## src/core/config_word_pkg.sv

```systemverilog
// Constants for the configuration byte bank and its decoded settings.
// Assumes a byte-wide table access port and a self-timed write strobe from the memory controller.
//
// Overview of operation
// RULE_01: 300001h bit 7 enables two-speed start-up
// RULE_02: Bit 6 enables fail-safe clock monitor
// RULE_03: Bit 4 set multiplies oscillator by four
// RULE_04: Internal-RC PLL only by runtime enable bit
// RULE_05: Codes select external clock power, even adds output
// RULE_06: Crystal, external RC, internal RC codes decoded
// RULE_07: Brown-out power field selects monitor power level
// RULE_08: Brown-out level field selects trip threshold
// RULE_09: Brown-out enable modes; software bit only 01
// RULE_10: Power-up timer enable bit is active low
// RULE_11: Power-up timer independent of brown-out settings
// RULE_12: Watchdog postscale two power code, capped twenty
// RULE_13: Watchdog enable modes; software bit only 10
// RULE_14: 300004h bit 0 selects real-time clock reference
// RULE_15: Reset pin enable bit; else pin is input
// RULE_16: Serial mask bit selects 7 or 5 bits
// RULE_17: Capture routing bit selects port E or H
// RULE_18: Capture unit 2 on port C1 or E7
// RULE_19: Debugger enable active low reserves port B 6,7
// RULE_20: Boot block size 2 kW or 1 kW
// RULE_21: Stack fault reset enable bit
// RULE_22: Unimplemented bits always read as zero
// RULE_23: Unprogrammed reads 1; table access from 300000h
// RULE_24: Byte writes only via self-timed long write
// RULE_25: Decoded outputs captured at reset, held stable; code also recaptures them on each i_load_settings pulse
package config_word_pkg;

    // ------------------------------------------------------------
    // Addresses
    // ------------------------------------------------------------
    localparam logic [21:0] ADDR_OSC_HIGH   = 22'h300001;
    localparam logic [21:0] ADDR_BROWNOUT   = 22'h300002;
    localparam logic [21:0] ADDR_WATCHDOG   = 22'h300003;
    localparam logic [21:0] ADDR_RTC_REF    = 22'h300004;
    localparam logic [21:0] ADDR_PIN_ROUTE  = 22'h300005;
    localparam logic [21:0] ADDR_DEBUG_BOOT = 22'h300006;

    // ------------------------------------------------------------
    // Implemented-bit masks and unprogrammed values
    // ------------------------------------------------------------
    localparam logic [7:0] MASK_OSC_HIGH   = 8'hdf;
    localparam logic [7:0] MASK_BROWNOUT   = 8'h7f;
    localparam logic [7:0] MASK_WATCHDOG   = 8'h7f;
    localparam logic [7:0] MASK_RTC_REF    = 8'h01;
    localparam logic [7:0] MASK_PIN_ROUTE  = 8'h8b;
    localparam logic [7:0] MASK_DEBUG_BOOT = 8'h91;
    localparam logic [7:0] RST_OSC_HIGH    = 8'h08;
    localparam logic [7:0] RST_BROWNOUT    = 8'h7f;
    localparam logic [7:0] RST_WATCHDOG    = 8'h7f;
    localparam logic [7:0] RST_RTC_REF     = 8'h01;
    localparam logic [7:0] RST_PIN_ROUTE   = 8'h8b;
    localparam logic [7:0] RST_DEBUG_BOOT  = 8'h81;

    // ------------------------------------------------------------
    // Field positions
    // ------------------------------------------------------------
    localparam int POS_TWO_SPEED   = 7;
    localparam int POS_CLK_FAIL    = 6;
    localparam int POS_PLL_X4      = 4;
    localparam int POS_OSC_SEL     = 0;
    localparam int POS_BOR_POWER   = 5;
    localparam int POS_BOR_LEVEL   = 3;
    localparam int POS_BOR_ENABLE  = 1;
    localparam int POS_POWERUP_TIMER_EN_N   = 0;
    localparam int POS_WDT_SCALE   = 2;
    localparam int POS_WDT_ENABLE  = 0;
    localparam int POS_RTC_REF     = 0;
    localparam int POS_RESET_PIN   = 7;
    localparam int POS_ADDR_MASK   = 3;
    localparam int POS_CAP_ROUTE   = 1;
    localparam int POS_CAP2_ROUTE  = 0;
    localparam int POS_DEBUG_N     = 7;
    localparam int POS_BOOT_SIZE   = 4;
    localparam int POS_STACK_RESET = 0;
    localparam int POS_RUN_PLL     = 6;

    localparam logic [4:0] WDT_SCALE_MAX = 5'h14;

    // ------------------------------------------------------------
    // Timing
    // ------------------------------------------------------------
    localparam int CLOCK_MHZ      = 125;
    localparam int LONG_WRITE_US  = 2;
    localparam int LONG_WRITE_CYC = LONG_WRITE_US * CLOCK_MHZ;

    // ------------------------------------------------------------
    // Decoded enumerations and write state encoding
    // ------------------------------------------------------------
    typedef enum logic [2:0] {
        OSC_LOW_POWER_XTAL = 3'h0,
        OSC_XTAL           = 3'h1,
        OSC_CRYSTAL_MED    = 3'h2,
        OSC_CRYSTAL_HIGH   = 3'h3,
        OSC_EXT_CLOCK      = 3'h4,
        OSC_EXT_RC         = 3'h5,
        OSC_INTERNAL_RC    = 3'h6,
        OSC_RESERVED       = 3'h7
    } osc_kind_t;

    typedef enum logic [1:0] {
        BOR_OFF       = 2'h0,
        BOR_SOFTWARE  = 2'h1,
        BOR_HW_NO_SLP = 2'h2,
        BOR_HW_ONLY   = 2'h3
    } bor_mode_t;

    typedef enum logic [1:0] {
        WDT_OFF      = 2'h0,
        WDT_NO_SLEEP = 2'h1,
        WDT_SOFTWARE = 2'h2,
        WDT_ALWAYS   = 2'h3
    } wdt_mode_t;

    typedef enum logic [1:0] {
        ST_IDLE    = 2'b01,
        ST_WRITING = 2'b10
    } write_state_t;

endpackage

```

## src/core/device_config_word_decode.sv

```systemverilog
// Configuration byte bank with table access and decoded settings.
// Assumes table read/write strobes are one-cycle pulses synchronous to i_clock.
`timescale 1ns/1ps

module device_config_word_decode (
    input  wire logic        i_clock,
    input  wire logic        i_arst_n,
    input  wire logic [21:0] i_table_addr,
    input  wire logic [7:0]  i_table_wdata,
    input  wire logic        i_table_write,
    input  wire logic        i_table_read,
    input  wire logic        i_write_start,
    input  wire logic        i_load_settings,
    input  wire logic        i_runtime_pll_enable,
    input  wire logic        i_soft_brownout_enable,
    input  wire logic        i_soft_watchdog_enable,
    input  wire logic        i_sleeping,
    output logic [7:0]       o_table_rdata,
    output logic             o_write_busy,
    output logic             o_two_speed_startup_en,
    output logic             o_clock_fail_monitor_en,
    output logic [2:0]       o_osc_kind,
    output logic [1:0]       o_osc_power,
    output logic             o_clock_output_pin_en,
    output logic             o_pll_active,
    output logic             o_brownout_zero_power,
    output logic [1:0]       o_brownout_power_sel,
    output logic [1:0]       o_brownout_level_sel,
    output logic             o_brownout_active,
    output logic             o_powerup_timer_en,
    output logic [4:0]       o_watchdog_postscale,
    output logic             o_watchdog_active,
    output logic             o_rtc_ref_secondary,
    output logic             o_reset_pin_enable,
    output logic             o_serial_addr_mask_7bit,
    output logic             o_capture_unit_port_e,
    output logic             o_capture2_port_c,
    output logic             o_debugger_enable,
    output logic             o_boot_block_2kw,
    output logic             o_stack_fault_reset_en
);

    // ------------------------------------------------------------
    // State
    // ------------------------------------------------------------
    typedef struct packed {
        logic [5:0][7:0]             cells;
        logic [5:0][7:0]             held;
        config_word_pkg::write_state_t wstate;
        logic [8:0]                  wcount;
        logic [2:0]                  wsel;
        logic [7:0]                  wdata;
        logic                        wpend;
        logic [7:0]                  rdata;
        logic                        busy;
        logic                        two_speed;
        logic                        clk_fail;
        logic [2:0]                  osc_kind;
        logic [1:0]                  osc_power;
        logic                        clk_out;
        logic                        pll;
        logic                        bor_zero;
        logic [1:0]                  bor_power;
        logic [1:0]                  bor_level;
        logic                        bor_active;
        logic                        powerup_timer_en;
        logic [4:0]                  wdt_scale;
        logic                        wdt_active;
        logic                        rtc_sec;
        logic                        reset_pin;
        logic                        mask7;
        logic                        cap_e;
        logic                        cap2_c;
        logic                        debug_en;
        logic                        boot2k;
        logic                        stack_rst;
    } state_t;

    state_t st;
    state_t next_st;

    localparam logic [5:0][7:0] MASKS = {config_word_pkg::MASK_DEBUG_BOOT, config_word_pkg::MASK_PIN_ROUTE,
        config_word_pkg::MASK_RTC_REF, config_word_pkg::MASK_WATCHDOG, config_word_pkg::MASK_BROWNOUT,
        config_word_pkg::MASK_OSC_HIGH};
    localparam logic [5:0][7:0] RESETS = {config_word_pkg::RST_DEBUG_BOOT, config_word_pkg::RST_PIN_ROUTE,
        config_word_pkg::RST_RTC_REF, config_word_pkg::RST_WATCHDOG, config_word_pkg::RST_BROWNOUT,
        config_word_pkg::RST_OSC_HIGH};
    localparam logic [8:0] WRITE_CYCLES = 9'(config_word_pkg::LONG_WRITE_CYC);

    // Map a table address to a cell index; 3'h7 means not in this bank
    function automatic logic [2:0] cell_index(input logic [21:0] addr);
        logic [21:0] off;
        off = addr - config_word_pkg::ADDR_OSC_HIGH;
        if (addr >= config_word_pkg::ADDR_OSC_HIGH && addr <= config_word_pkg::ADDR_DEBUG_BOOT) begin
            cell_index = off[2:0];
        end else begin
            cell_index = 3'h7;
        end
    endfunction

    // ------------------------------------------------------------
    // Next state
    // ------------------------------------------------------------
    always_comb begin
        logic [2:0] ridx;
        logic [7:0] c1;
        logic [7:0] c2;
        logic [7:0] c3;
        logic [3:0] fosc;
        logic [1:0] boren;
        logic [1:0] wdten;
        logic [4:0] scale;
        next_st = st;
        ridx = cell_index(i_table_addr);
        // Table read; bytes outside the bank read as zero
        if (i_table_read) begin
            next_st.rdata = (ridx == 3'h7) ? 8'h00 : (st.cells[ridx] & MASKS[ridx]);  // [RULE_22] [RULE_23]
        end
        // Table write only latches address and data
        if (i_table_write && st.wstate == config_word_pkg::ST_IDLE) begin
            next_st.wsel = ridx;
            next_st.wdata = i_table_wdata;
            next_st.wpend = (ridx != 3'h7);
        end
        unique case (st.wstate)
            config_word_pkg::ST_IDLE: begin
                if (i_write_start && st.wpend) begin
                    next_st.wstate = config_word_pkg::ST_WRITING;  // [RULE_24]
                    next_st.wcount = WRITE_CYCLES - 9'h001;
                    next_st.busy = 1'b1;
                end
            end
            config_word_pkg::ST_WRITING: begin
                if (st.wcount == 9'h000) begin
                    // One byte per long write; unimplemented bits are never stored
                    next_st.cells[st.wsel] = st.wdata & MASKS[st.wsel];  // [RULE_24] [RULE_22]
                    next_st.wstate = config_word_pkg::ST_IDLE;
                    next_st.wpend = 1'b0;
                    next_st.busy = 1'b0;
                end else begin
                    next_st.wcount = st.wcount - 9'h001;
                end
            end
        endcase
        // Snapshot only on a load request so running units see constant settings
        if (i_load_settings) begin
            next_st.held = st.cells;  // [RULE_25]
        end
        c1 = st.held[0];
        c2 = st.held[1];
        c3 = st.held[2];
        fosc = c1[config_word_pkg::POS_OSC_SEL +: 4];
        next_st.two_speed = c1[config_word_pkg::POS_TWO_SPEED];  // [RULE_01]
        next_st.clk_fail = c1[config_word_pkg::POS_CLK_FAIL];  // [RULE_02]
        next_st.osc_power = 2'h0;
        next_st.clk_out = 1'b0;
        next_st.osc_kind = config_word_pkg::OSC_RESERVED;
        unique case (fosc)
            4'hd, 4'hc: begin
                next_st.osc_kind = config_word_pkg::OSC_EXT_CLOCK;  // [RULE_05]
                next_st.osc_power = 2'h0;
                next_st.clk_out = ~fosc[0];
            end
            4'hb, 4'ha: begin
                next_st.osc_kind = config_word_pkg::OSC_EXT_CLOCK;  // [RULE_05]
                next_st.osc_power = 2'h1;
                next_st.clk_out = ~fosc[0];
            end
            4'h5, 4'h4: begin
                next_st.osc_kind = config_word_pkg::OSC_EXT_CLOCK;  // [RULE_05]
                next_st.osc_power = 2'h2;
                next_st.clk_out = ~fosc[0];
            end
            4'h3: next_st.osc_kind = config_word_pkg::OSC_CRYSTAL_MED;  // [RULE_06]
            4'h2: next_st.osc_kind = config_word_pkg::OSC_CRYSTAL_HIGH;  // [RULE_06]
            4'h1: next_st.osc_kind = config_word_pkg::OSC_XTAL;  // [RULE_06]
            4'h0: next_st.osc_kind = config_word_pkg::OSC_LOW_POWER_XTAL;  // [RULE_06]
            4'h7, 4'h6: begin
                next_st.osc_kind = config_word_pkg::OSC_EXT_RC;  // [RULE_06]
                next_st.clk_out = ~fosc[0];
            end
            4'h8, 4'h9: begin
                next_st.osc_kind = config_word_pkg::OSC_INTERNAL_RC;  // [RULE_06]
                next_st.clk_out = fosc[0];
            end
            default: next_st.osc_kind = config_word_pkg::OSC_RESERVED;
        endcase
        // Internal RC ignores the configuration PLL bit; runtime bit is live
        if (next_st.osc_kind == config_word_pkg::OSC_INTERNAL_RC) begin
            next_st.pll = i_runtime_pll_enable;  // [RULE_04]
        end else begin
            next_st.pll = i_runtime_pll_enable | c1[config_word_pkg::POS_PLL_X4];  // [RULE_03] [RULE_04]
        end
        next_st.bor_power = c2[config_word_pkg::POS_BOR_POWER +: 2];
        next_st.bor_zero = (next_st.bor_power == 2'h3);  // [RULE_07]
        next_st.bor_level = c2[config_word_pkg::POS_BOR_LEVEL +: 2];  // [RULE_08]
        boren = c2[config_word_pkg::POS_BOR_ENABLE +: 2];
        unique case (config_word_pkg::bor_mode_t'(boren))
            config_word_pkg::BOR_HW_ONLY:   next_st.bor_active = 1'b1;  // [RULE_09]
            config_word_pkg::BOR_HW_NO_SLP: next_st.bor_active = ~i_sleeping;  // [RULE_09]
            config_word_pkg::BOR_SOFTWARE:  next_st.bor_active = i_soft_brownout_enable;  // [RULE_09]
            config_word_pkg::BOR_OFF:       next_st.bor_active = 1'b0;  // [RULE_09]
        endcase
        // Timer enable decoded apart from brown-out fields
        next_st.powerup_timer_en = ~c2[config_word_pkg::POS_POWERUP_TIMER_EN_N];  // [RULE_10] [RULE_11]
        scale = c3[config_word_pkg::POS_WDT_SCALE +: 5];
        next_st.wdt_scale = (scale > config_word_pkg::WDT_SCALE_MAX) ? config_word_pkg::WDT_SCALE_MAX
                                                                     : scale;  // [RULE_12]
        wdten = c3[config_word_pkg::POS_WDT_ENABLE +: 2];
        unique case (config_word_pkg::wdt_mode_t'(wdten))
            config_word_pkg::WDT_ALWAYS:   next_st.wdt_active = 1'b1;  // [RULE_13]
            config_word_pkg::WDT_SOFTWARE: next_st.wdt_active = i_soft_watchdog_enable;  // [RULE_13]
            config_word_pkg::WDT_NO_SLEEP: next_st.wdt_active = ~i_sleeping;  // [RULE_13]
            config_word_pkg::WDT_OFF:      next_st.wdt_active = 1'b0;  // [RULE_13]
        endcase
        next_st.rtc_sec = st.held[3][config_word_pkg::POS_RTC_REF];  // [RULE_14]
        next_st.reset_pin = st.held[4][config_word_pkg::POS_RESET_PIN];  // [RULE_15]
        next_st.mask7 = st.held[4][config_word_pkg::POS_ADDR_MASK];  // [RULE_16]
        next_st.cap_e = st.held[4][config_word_pkg::POS_CAP_ROUTE];  // [RULE_17]
        next_st.cap2_c = st.held[4][config_word_pkg::POS_CAP2_ROUTE];  // [RULE_18]
        next_st.debug_en = ~st.held[5][config_word_pkg::POS_DEBUG_N];  // [RULE_19]
        next_st.boot2k = st.held[5][config_word_pkg::POS_BOOT_SIZE];  // [RULE_20]
        next_st.stack_rst = st.held[5][config_word_pkg::POS_STACK_RESET];  // [RULE_21]
    end

    // ------------------------------------------------------------
    // Registers
    // ------------------------------------------------------------
    // Reset restores unprogrammed cell values; real parts keep them in flash
    always_ff @(posedge i_clock or negedge i_arst_n) begin
        if (!i_arst_n) begin
            st <= '0;
            st.cells <= RESETS;  // [RULE_23]
            st.held <= RESETS;  // [RULE_25]
            st.wstate <= config_word_pkg::ST_IDLE;
            st.wsel <= 3'h7;
            st.osc_kind <= config_word_pkg::OSC_INTERNAL_RC;
        end else begin
            st <= next_st;
        end
    end

    assign o_table_rdata = st.rdata;
    assign o_write_busy = st.busy;
    assign o_two_speed_startup_en = st.two_speed;
    assign o_clock_fail_monitor_en = st.clk_fail;
    assign o_osc_kind = st.osc_kind;
    assign o_osc_power = st.osc_power;
    assign o_clock_output_pin_en = st.clk_out;
    assign o_pll_active = st.pll;
    assign o_brownout_zero_power = st.bor_zero;
    assign o_brownout_power_sel = st.bor_power;
    assign o_brownout_level_sel = st.bor_level;
    assign o_brownout_active = st.bor_active;
    assign o_powerup_timer_en = st.powerup_timer_en;
    assign o_watchdog_postscale = st.wdt_scale;
    assign o_watchdog_active = st.wdt_active;
    assign o_rtc_ref_secondary = st.rtc_sec;
    assign o_reset_pin_enable = st.reset_pin;
    assign o_serial_addr_mask_7bit = st.mask7;
    assign o_capture_unit_port_e = st.cap_e;
    assign o_capture2_port_c = st.cap2_c;
    assign o_debugger_enable = st.debug_en;
    assign o_boot_block_2kw = st.boot2k;
    assign o_stack_fault_reset_en = st.stack_rst;

endmodule

```

## config.mk

```make
export PLATFORM = sky130hd
export DESIGN_NAME = device_config_word_decode
export DESIGN_NICKNAME = d
export VERILOG_FILES = /design/src/core/config_word_pkg.sv /design/src/core/device_config_word_decode.sv
export SDC_FILE = /design/constraint.sdc
export NUM_CORES = 1
export LEC_CHECK = 0
export BUFFER_PORTS_ARGS = -buffer_cell sky130_fd_sc_hd__buf_2
export CORE_ASPECT_RATIO = 1.25
export CORE_MARGIN = 4
export CORE_UTILIZATION = 40
export CTS_BUF_LIST = sky130_fd_sc_hd__clkbuf_8
export CTS_CLUSTER_DIAMETER = 100
export DETAILED_ROUTE_END_ITERATION = 7
export RECOVER_POWER = 100
export SETUP_SLACK_MARGIN = 0.1
export SLEW_MARGIN = 10
export SYNTH_ARGS = -nofsm -noshare
export SYNTH_HDL_FRONTEND = slang
export SYNTH_SLANG_ARGS = --single-unit
```

## constraint.sdc

```tcl
create_clock -name i_clock -period 4.4 [get_ports i_clock]
set_input_delay 0.44 -clock i_clock [delete_from_list [all_inputs] [get_ports i_clock]]
set_output_delay 0.44 -clock i_clock [all_outputs]
set_load 0.05 [all_outputs]
```

======== Word level (Yosys, flattened, before mapping) ========
Memory sizes are Yosys's and may differ from the RTL's.
Cells that the tools add are included.
word-level totals
  input bits .............................. 40
  memories kept ........................... 2
  output and inout bits ................... 39
  memory bits (read-only) ................. 128
  register bits after elaboration ......... 149
  logic and storage cells ................. 128
operators by class
  multiplexer cells ....................... 26
  equality and inequality tests ........... 28
  order comparisons ....................... 6
  add/subtract/negate cells ............... 2
  bitwise operators ....................... 7
  reduce and logical (&&, ||, !) cells .... 17
memories
  memory           words  width  rd ports  clocked after memory_dff  write ports  RTL line                          text
  (no name shown)  8      8      1         0                         0            device_config_word_decode.sv:136  next_st.cells[st.wsel] = st.wdata & MASKS[st.wsel];
  (no name shown)  8      8      1         0                         0            device_config_word_decode.sv:117  next_st.rdata = (ridx == 3'h7) ? 8'h00 : (st.cells[ridx] & MASKS[ridx]);
operators with widths
  kind                                                       number
  bitwise mux 48 bit                                         1
  2-to-1 mux 8 bit                                           5
  binary-select mux 8 bit (select 3 bit)                     1
  demux 8 bit (select 3 bit)                                 1
  equality test 4 bit, second input constant                 6
  greater-or-equal comparator 22 bit, second input constant  1
  less-or-equal comparator 22 bit, second input constant     1
  one-hot mux 11 bit (2 select lines)                        1
  one-hot mux 3 bit (7 select lines)                         1
  AND 8 bit                                                  2
  equality test 4 x 3 -> 1 bit, second input constant        4
  equality test 2 bit, second input constant                 6
  2-to-1 mux 11 bit                                          1
  logical NOT 9 bit                                          1
  2-to-1 mux 9 bit                                           1
  subtractor 9 x 1 -> 9 bit, second input constant           1
  equality test 4 x 2 -> 1 bit, second input constant        2
  < comparator 3 x 4 -> 1 bit, second input constant         2
  one-hot mux 1 bit (4 select lines)                         2
  OR reduction 2 bit                                         4
  OR reduction 8 bit                                         1
  equality test 2 x 1 -> 1 bit, second input constant        3
  equality test 3 bit, second input constant                 2
  2-to-1 mux 1 bit                                           6
  19 further kinds                                           30

======== Longest topological paths before layout ========
  depth after elaboration ................. 7
  gate-level depth with buffers ........... 11
  depth with buffers taken out ............ 9

======== Worst setup path after synthesis ========
No wires, ideal clock.
  kind .................................... input port to flip-flop
  from .................................... input i_table_addr[0]
  to ...................................... register st (netlist bit o_table_rdata[2])
  data required time ...................... 4290 ps
  buffers on the path ..................... 3
  data arrival time ....................... 2651 ps
  stages on the path ...................... 9
  setup slack ............................. 1639 ps
  library setup time ...................... 110 ps
  cells stage by stage .................... buf_1 inv_1 ha_1 buf_1 buf_1 nand4_1 ha_1 nand2b_1 o41ai_1
on the way
  cells in the longest elaborated chain, start to end .. 7
  elaborated cells on any way between the ends .. 12
  those cells by class .................... 1 x add/sub; 2 x order compare; 1 x eq/ne; 5 x mux; 1 x bitwise; 1 x reduce/logical; 1 x memory
ends and longest elaborated chain
  item                                                                                          RTL line                          text
  start: declaration                                                                            device_config_word_decode.sv:8    input wire logic [21:0] i_table_addr,
  greater-or-equal comparator 22 bit / less-or-equal comparator 22 bit (equally long branches)  device_config_word_decode.sv:94   if (addr >= config_word_pkg::ADDR_OSC_HIGH && addr <= config_word_pkg::ADDR_DEBUG_BOOT) begin
  logical AND 1 bit                                                                             device_config_word_decode.sv:94
  2-to-1 mux 3 bit *                                                                            device_config_word_decode.sv:94
  memory read (8 x 8 bit) / binary-select mux 8 bit (select 3 bit) (equally long branches)      --
  2-to-1 mux 8 bit (implied by the code)                                                        device_config_word_decode.sv:117
  AND 8 bit                                                                                     device_config_word_decode.sv:117
  2-to-1 mux 8 bit *                                                                            device_config_word_decode.sv:117
  end signal: assignment                                                                        device_config_word_decode.sv:239  st <= next_st;
  end: declaration                                                                              device_config_word_decode.sv:79   state_t st;
Mark *: on every way between the ends. The rest lies on a longest branch, timed or not. The select of a mux whose other input is x is not followed.
A chain may end at the register's enable or synchronous reset.

======== Final worst setup path ========
  from .................................... register st[52] in the netlist's numbering
  to ...................................... register st[130] in the netlist's numbering
on the way
  cells in the longest elaborated chain, start to end .. 2
ends and longest elaborated chain
  item                                  RTL line                          text
  logical NOT 9 bit                     device_config_word_decode.sv:134  if (st.wcount == 9'h000) begin
  AND reduction 2 bit (no source line)  --
No other way between the ends.

==> out/results.ini <==
[critical_path]
r2r-end = st[130]
r2r_cells = 6
crit_type = register to register
crit_chain = inv_1 -> ha_1 -> nor3b_1 -> nand3_1 -> nor4_1 -> mux2_2
critPathMaxStageDelay_ns = 1.42
critical_path.startpoint_type = register
cp_max_fo = 7
rr_startpoint = st[52]
r2r_slack_ns = 1.10
end_kind = register
worstPathRequired_ns = 4.75
arrival_ns = 3.65
slowest_stage = nor4_1

[detailed_routing]
drc_errors = 0
ant_nets = 0
routed_wl_um = 11820
via_per_inst = 5.215
vias = 3572
drtIter0Drc = 174
first_pass_iters = 4
wl_per_cell_um = 17.25

[global_routing]
antenna_found_initial = 0
grt_pass1_wl_um = 19460
grt_pass1_vias = 3744
grt_max_degree = 75
grt-ovfl-total = 0
track_usage = 0.1563

[cts]
clk_pin_slew_ns = 0.08
cts-root-buf = clkbuf_8
cts_htree_levels = 4
cts.sinks = 126
clk_latency_ns = 0.43
cts_buffers = 17
hold_buffers = 0
post_cts_buffers = 0
clk_path_buf_depth = 2
cts_tree = done
cts-resized-gates = 0

[logic_synthesis]
synth_edf_count = 0
async_flop_share = 1.000
synth-seq-cells = 126
ys.flop_type = dfrtp_1
syn-num-nets = 484
syn-cell-area_mm2 = 0.005644
ys_warn_count = 0
ys_seq_area_frac = 0.5697
yosys.cell_types.count = 56
synthCells = 437
syn_avg_cell_area_um2 = 12.92

[final_layout]
antennaDiodeCount = 0
final_cells = 685
final_nets = 544
drive_above_1_share = 0.3588
stdcell_area_mm2 = 0.006357
final_util = 0.4602
syn2layout_area_growth_pct = 12.64

[place]
dp_slack_ns = 1.487
placed_cell_area_mm2 = 0.006032
io_buffers = 78
place_hpwl_um = 8518
dp_cells = 653
gp_congestion = 0.8921

[pwr]
finalPower_mw = 2.660
leakagePower_nw = 2.808
peakVddDrop_mv = 0.2513
pwr_density_cell_mw_per_mm2 = 418.4

[sta]
finalClockSkew_ns = 0.01368
tightest_slew_ns = 1.838
relSlewSlack = -0.2368
fin_crit_ns = 3.296
tns_ns = 0
worst_slack_ns = 1.104
whs_ns = 0.1868
timing.final.setup_violations = 0
fin_crit_sh = 0.7490
hold_viol_final = 0
slew_viol_final = 150
rsz0062_at_grt = no
fmax_ghz = 0.3034

[flow_run]
drv_cap = 5

[die]
core_mm2 = 0.01381
dieArea_mm2 = 0.01609
ios = 79
rows = 48
fp.dieW_um = 114.2
fp.dieH_um = 140.8
start_util = 0.4086

[min_path]
worstHoldStart = i_sleeping
holdPathStages = 2
holdCritPathClass = input pin to register
hold-path-endpoint = o_brownout_active

[outcome]
status = finished with violations
violations = max-capacitance violations, max-slew violations

[metal layers]
metal	wire [um]	track usage	vias to the layer above
li1	-	-	1665
met5	0	0	-
met3	488	0.03134	20
met4	212	0.05754	0
met2	6309	0.2711	75
met1	4805	0.1913	1812
[power by group]
group | total (mW) | switching (mW) | internal, mW
clock | 1.11 | 0.484 | 0.627
combinational | 0.252 | 0.138 | 0.114
sequential | 1.30 | 0.0672 | 1.23
[worst max-delay path by stage]
stage | start | to | cells after the start
2_1_floorplan | i_table_addr[0] | o_table_rdata[2] | 9
3_3_place_gp | i_table_addr[0] | o_table_rdata[4] | 9
3_5_place_dp | i_table_addr[0] | o_table_rdata[1] | 9
4_1_cts | st[52] | st[136] | 6
5_1_grt | i_arst_n | st[57] | 2
6_report | st[52] | st[130] | 6
[state kept, by name, summed over array words and instances (netlist names), 2 cells and up]
signal / cells
o_watchdog_postscale: 5
st: 75
o_osc_power: 2
o_brownout_power_sel: 2
o_table_rdata: 8
o_osc_kind: 3
next_st: 13
o_brownout_level_sel: 2
[synth_stat cells (all sizes together), types with 2 or more instances]
| master | number | area share |
|---|---|---|
| a21o | 2 | 0.0027 |
| a21oi | 7 | 0.0062 |
| a311oi | 4 | 0.0062 |
| a31oi | 7 | 0.0078 |
| a41oi | 3 | 0.0047 |
| and2 | 8 | 0.0089 |
| and3 | 2 | 0.0022 |
| and4 | 4 | 0.0062 |
| buf | 28 | 0.035 |
| clkbuf | 11 | 0.0073 |
| dfrtp | 76 | 0.34 |
| dfstp | 50 | 0.23 |
| ha | 7 | 0.016 |
| inv | 18 | 0.012 |
| mux2 | 73 | 0.15 |
| mux2i | 6 | 0.011 |
| mux4 | 3 | 0.012 |
| nand2 | 16 | 0.011 |
| nand2b | 11 | 0.012 |
| nand3 | 8 | 0.0080 |
| nand3b | 4 | 0.0053 |
| nand4 | 5 | 0.0055 |
| nor2 | 12 | 0.0080 |
| nor2b | 9 | 0.010 |
| nor3 | 4 | 0.0035 |
| nor3b | 7 | 0.011 |
| nor4 | 3 | 0.0086 |
| o211ai | 2 | 0.0027 |
| o21a | 3 | 0.0040 |
| o21ai | 17 | 0.015 |
| o22ai | 4 | 0.0044 |
| o31ai | 2 | 0.0027 |
| o41ai | 2 | 0.0031 |
| or4 | 3 | 0.0040 |
| or4b | 2 | 0.0035 |
[cells by family (layout without fill, tap and decap cells)]
kind of cell               count (synthesis)  after routing  share of synthesized area
muxes                                     82             82                     0.1729
buffers and inverters                     58            131                    0.05498
AOI/OAI and AO/OA                         61             61                    0.07138
DFF                                      126            126                     0.5697
adders and majority gates                  7              7                    0.01552
xor gates and xnor gates                   2              2                   0.003104
and+or+nand+nor                          101            101                     0.1124
[layout make-up]
class / instances / area [um^2]
Sequential cell: 126 / 3216
Timing Repair Buffer: 80 / 346.6
Fill cell: 1306 / 7456
Tap cell: 175 / 219.0
Multi-Input combinational cell: 253 / 2061
Clock buffer: 17 / 234.0
Clock inverter: 15 / 210.2
Inverter: 19 / 71.32
[placed cells by master, fill, tap and decap left out, types with 7 or more instances in the layout]
master | synthesis | final
clkbuf_1 | 11 | 43
dfstp_1 | 0 | 8
a31oi_1 | 7 | 7
ha_1 | 7 | 7
nand2_1 | 16 | 16
inv_1 | 18 | 18
clkbuf_8 | 0 | 17
mux2_1 | 0 | 9
nand2b_1 | 11 | 11
o21ai_0 | 17 | 17
dfstp_2 | 50 | 42
nor3b_1 | 6 | 7
dfrtp_1 | 76 | 76
nand3_1 | 7 | 8
a21oi_1 | 7 | 7
nor2_1 | 12 | 12
buf_2 | 2 | 36
mux2_2 | 66 | 64
nor2b_1 | 9 | 9
[worst max-delay path, delay by kind of cell (launching register included)]
family                     cells  cell delay (ns)
DFF                            1             0.42
and+or+nand+nor                3             2.07
buffers and inverters          1             0.09
adders and majority gates      1             0.18
muxes                          1             0.44
(Power assumes the default switching activity.)
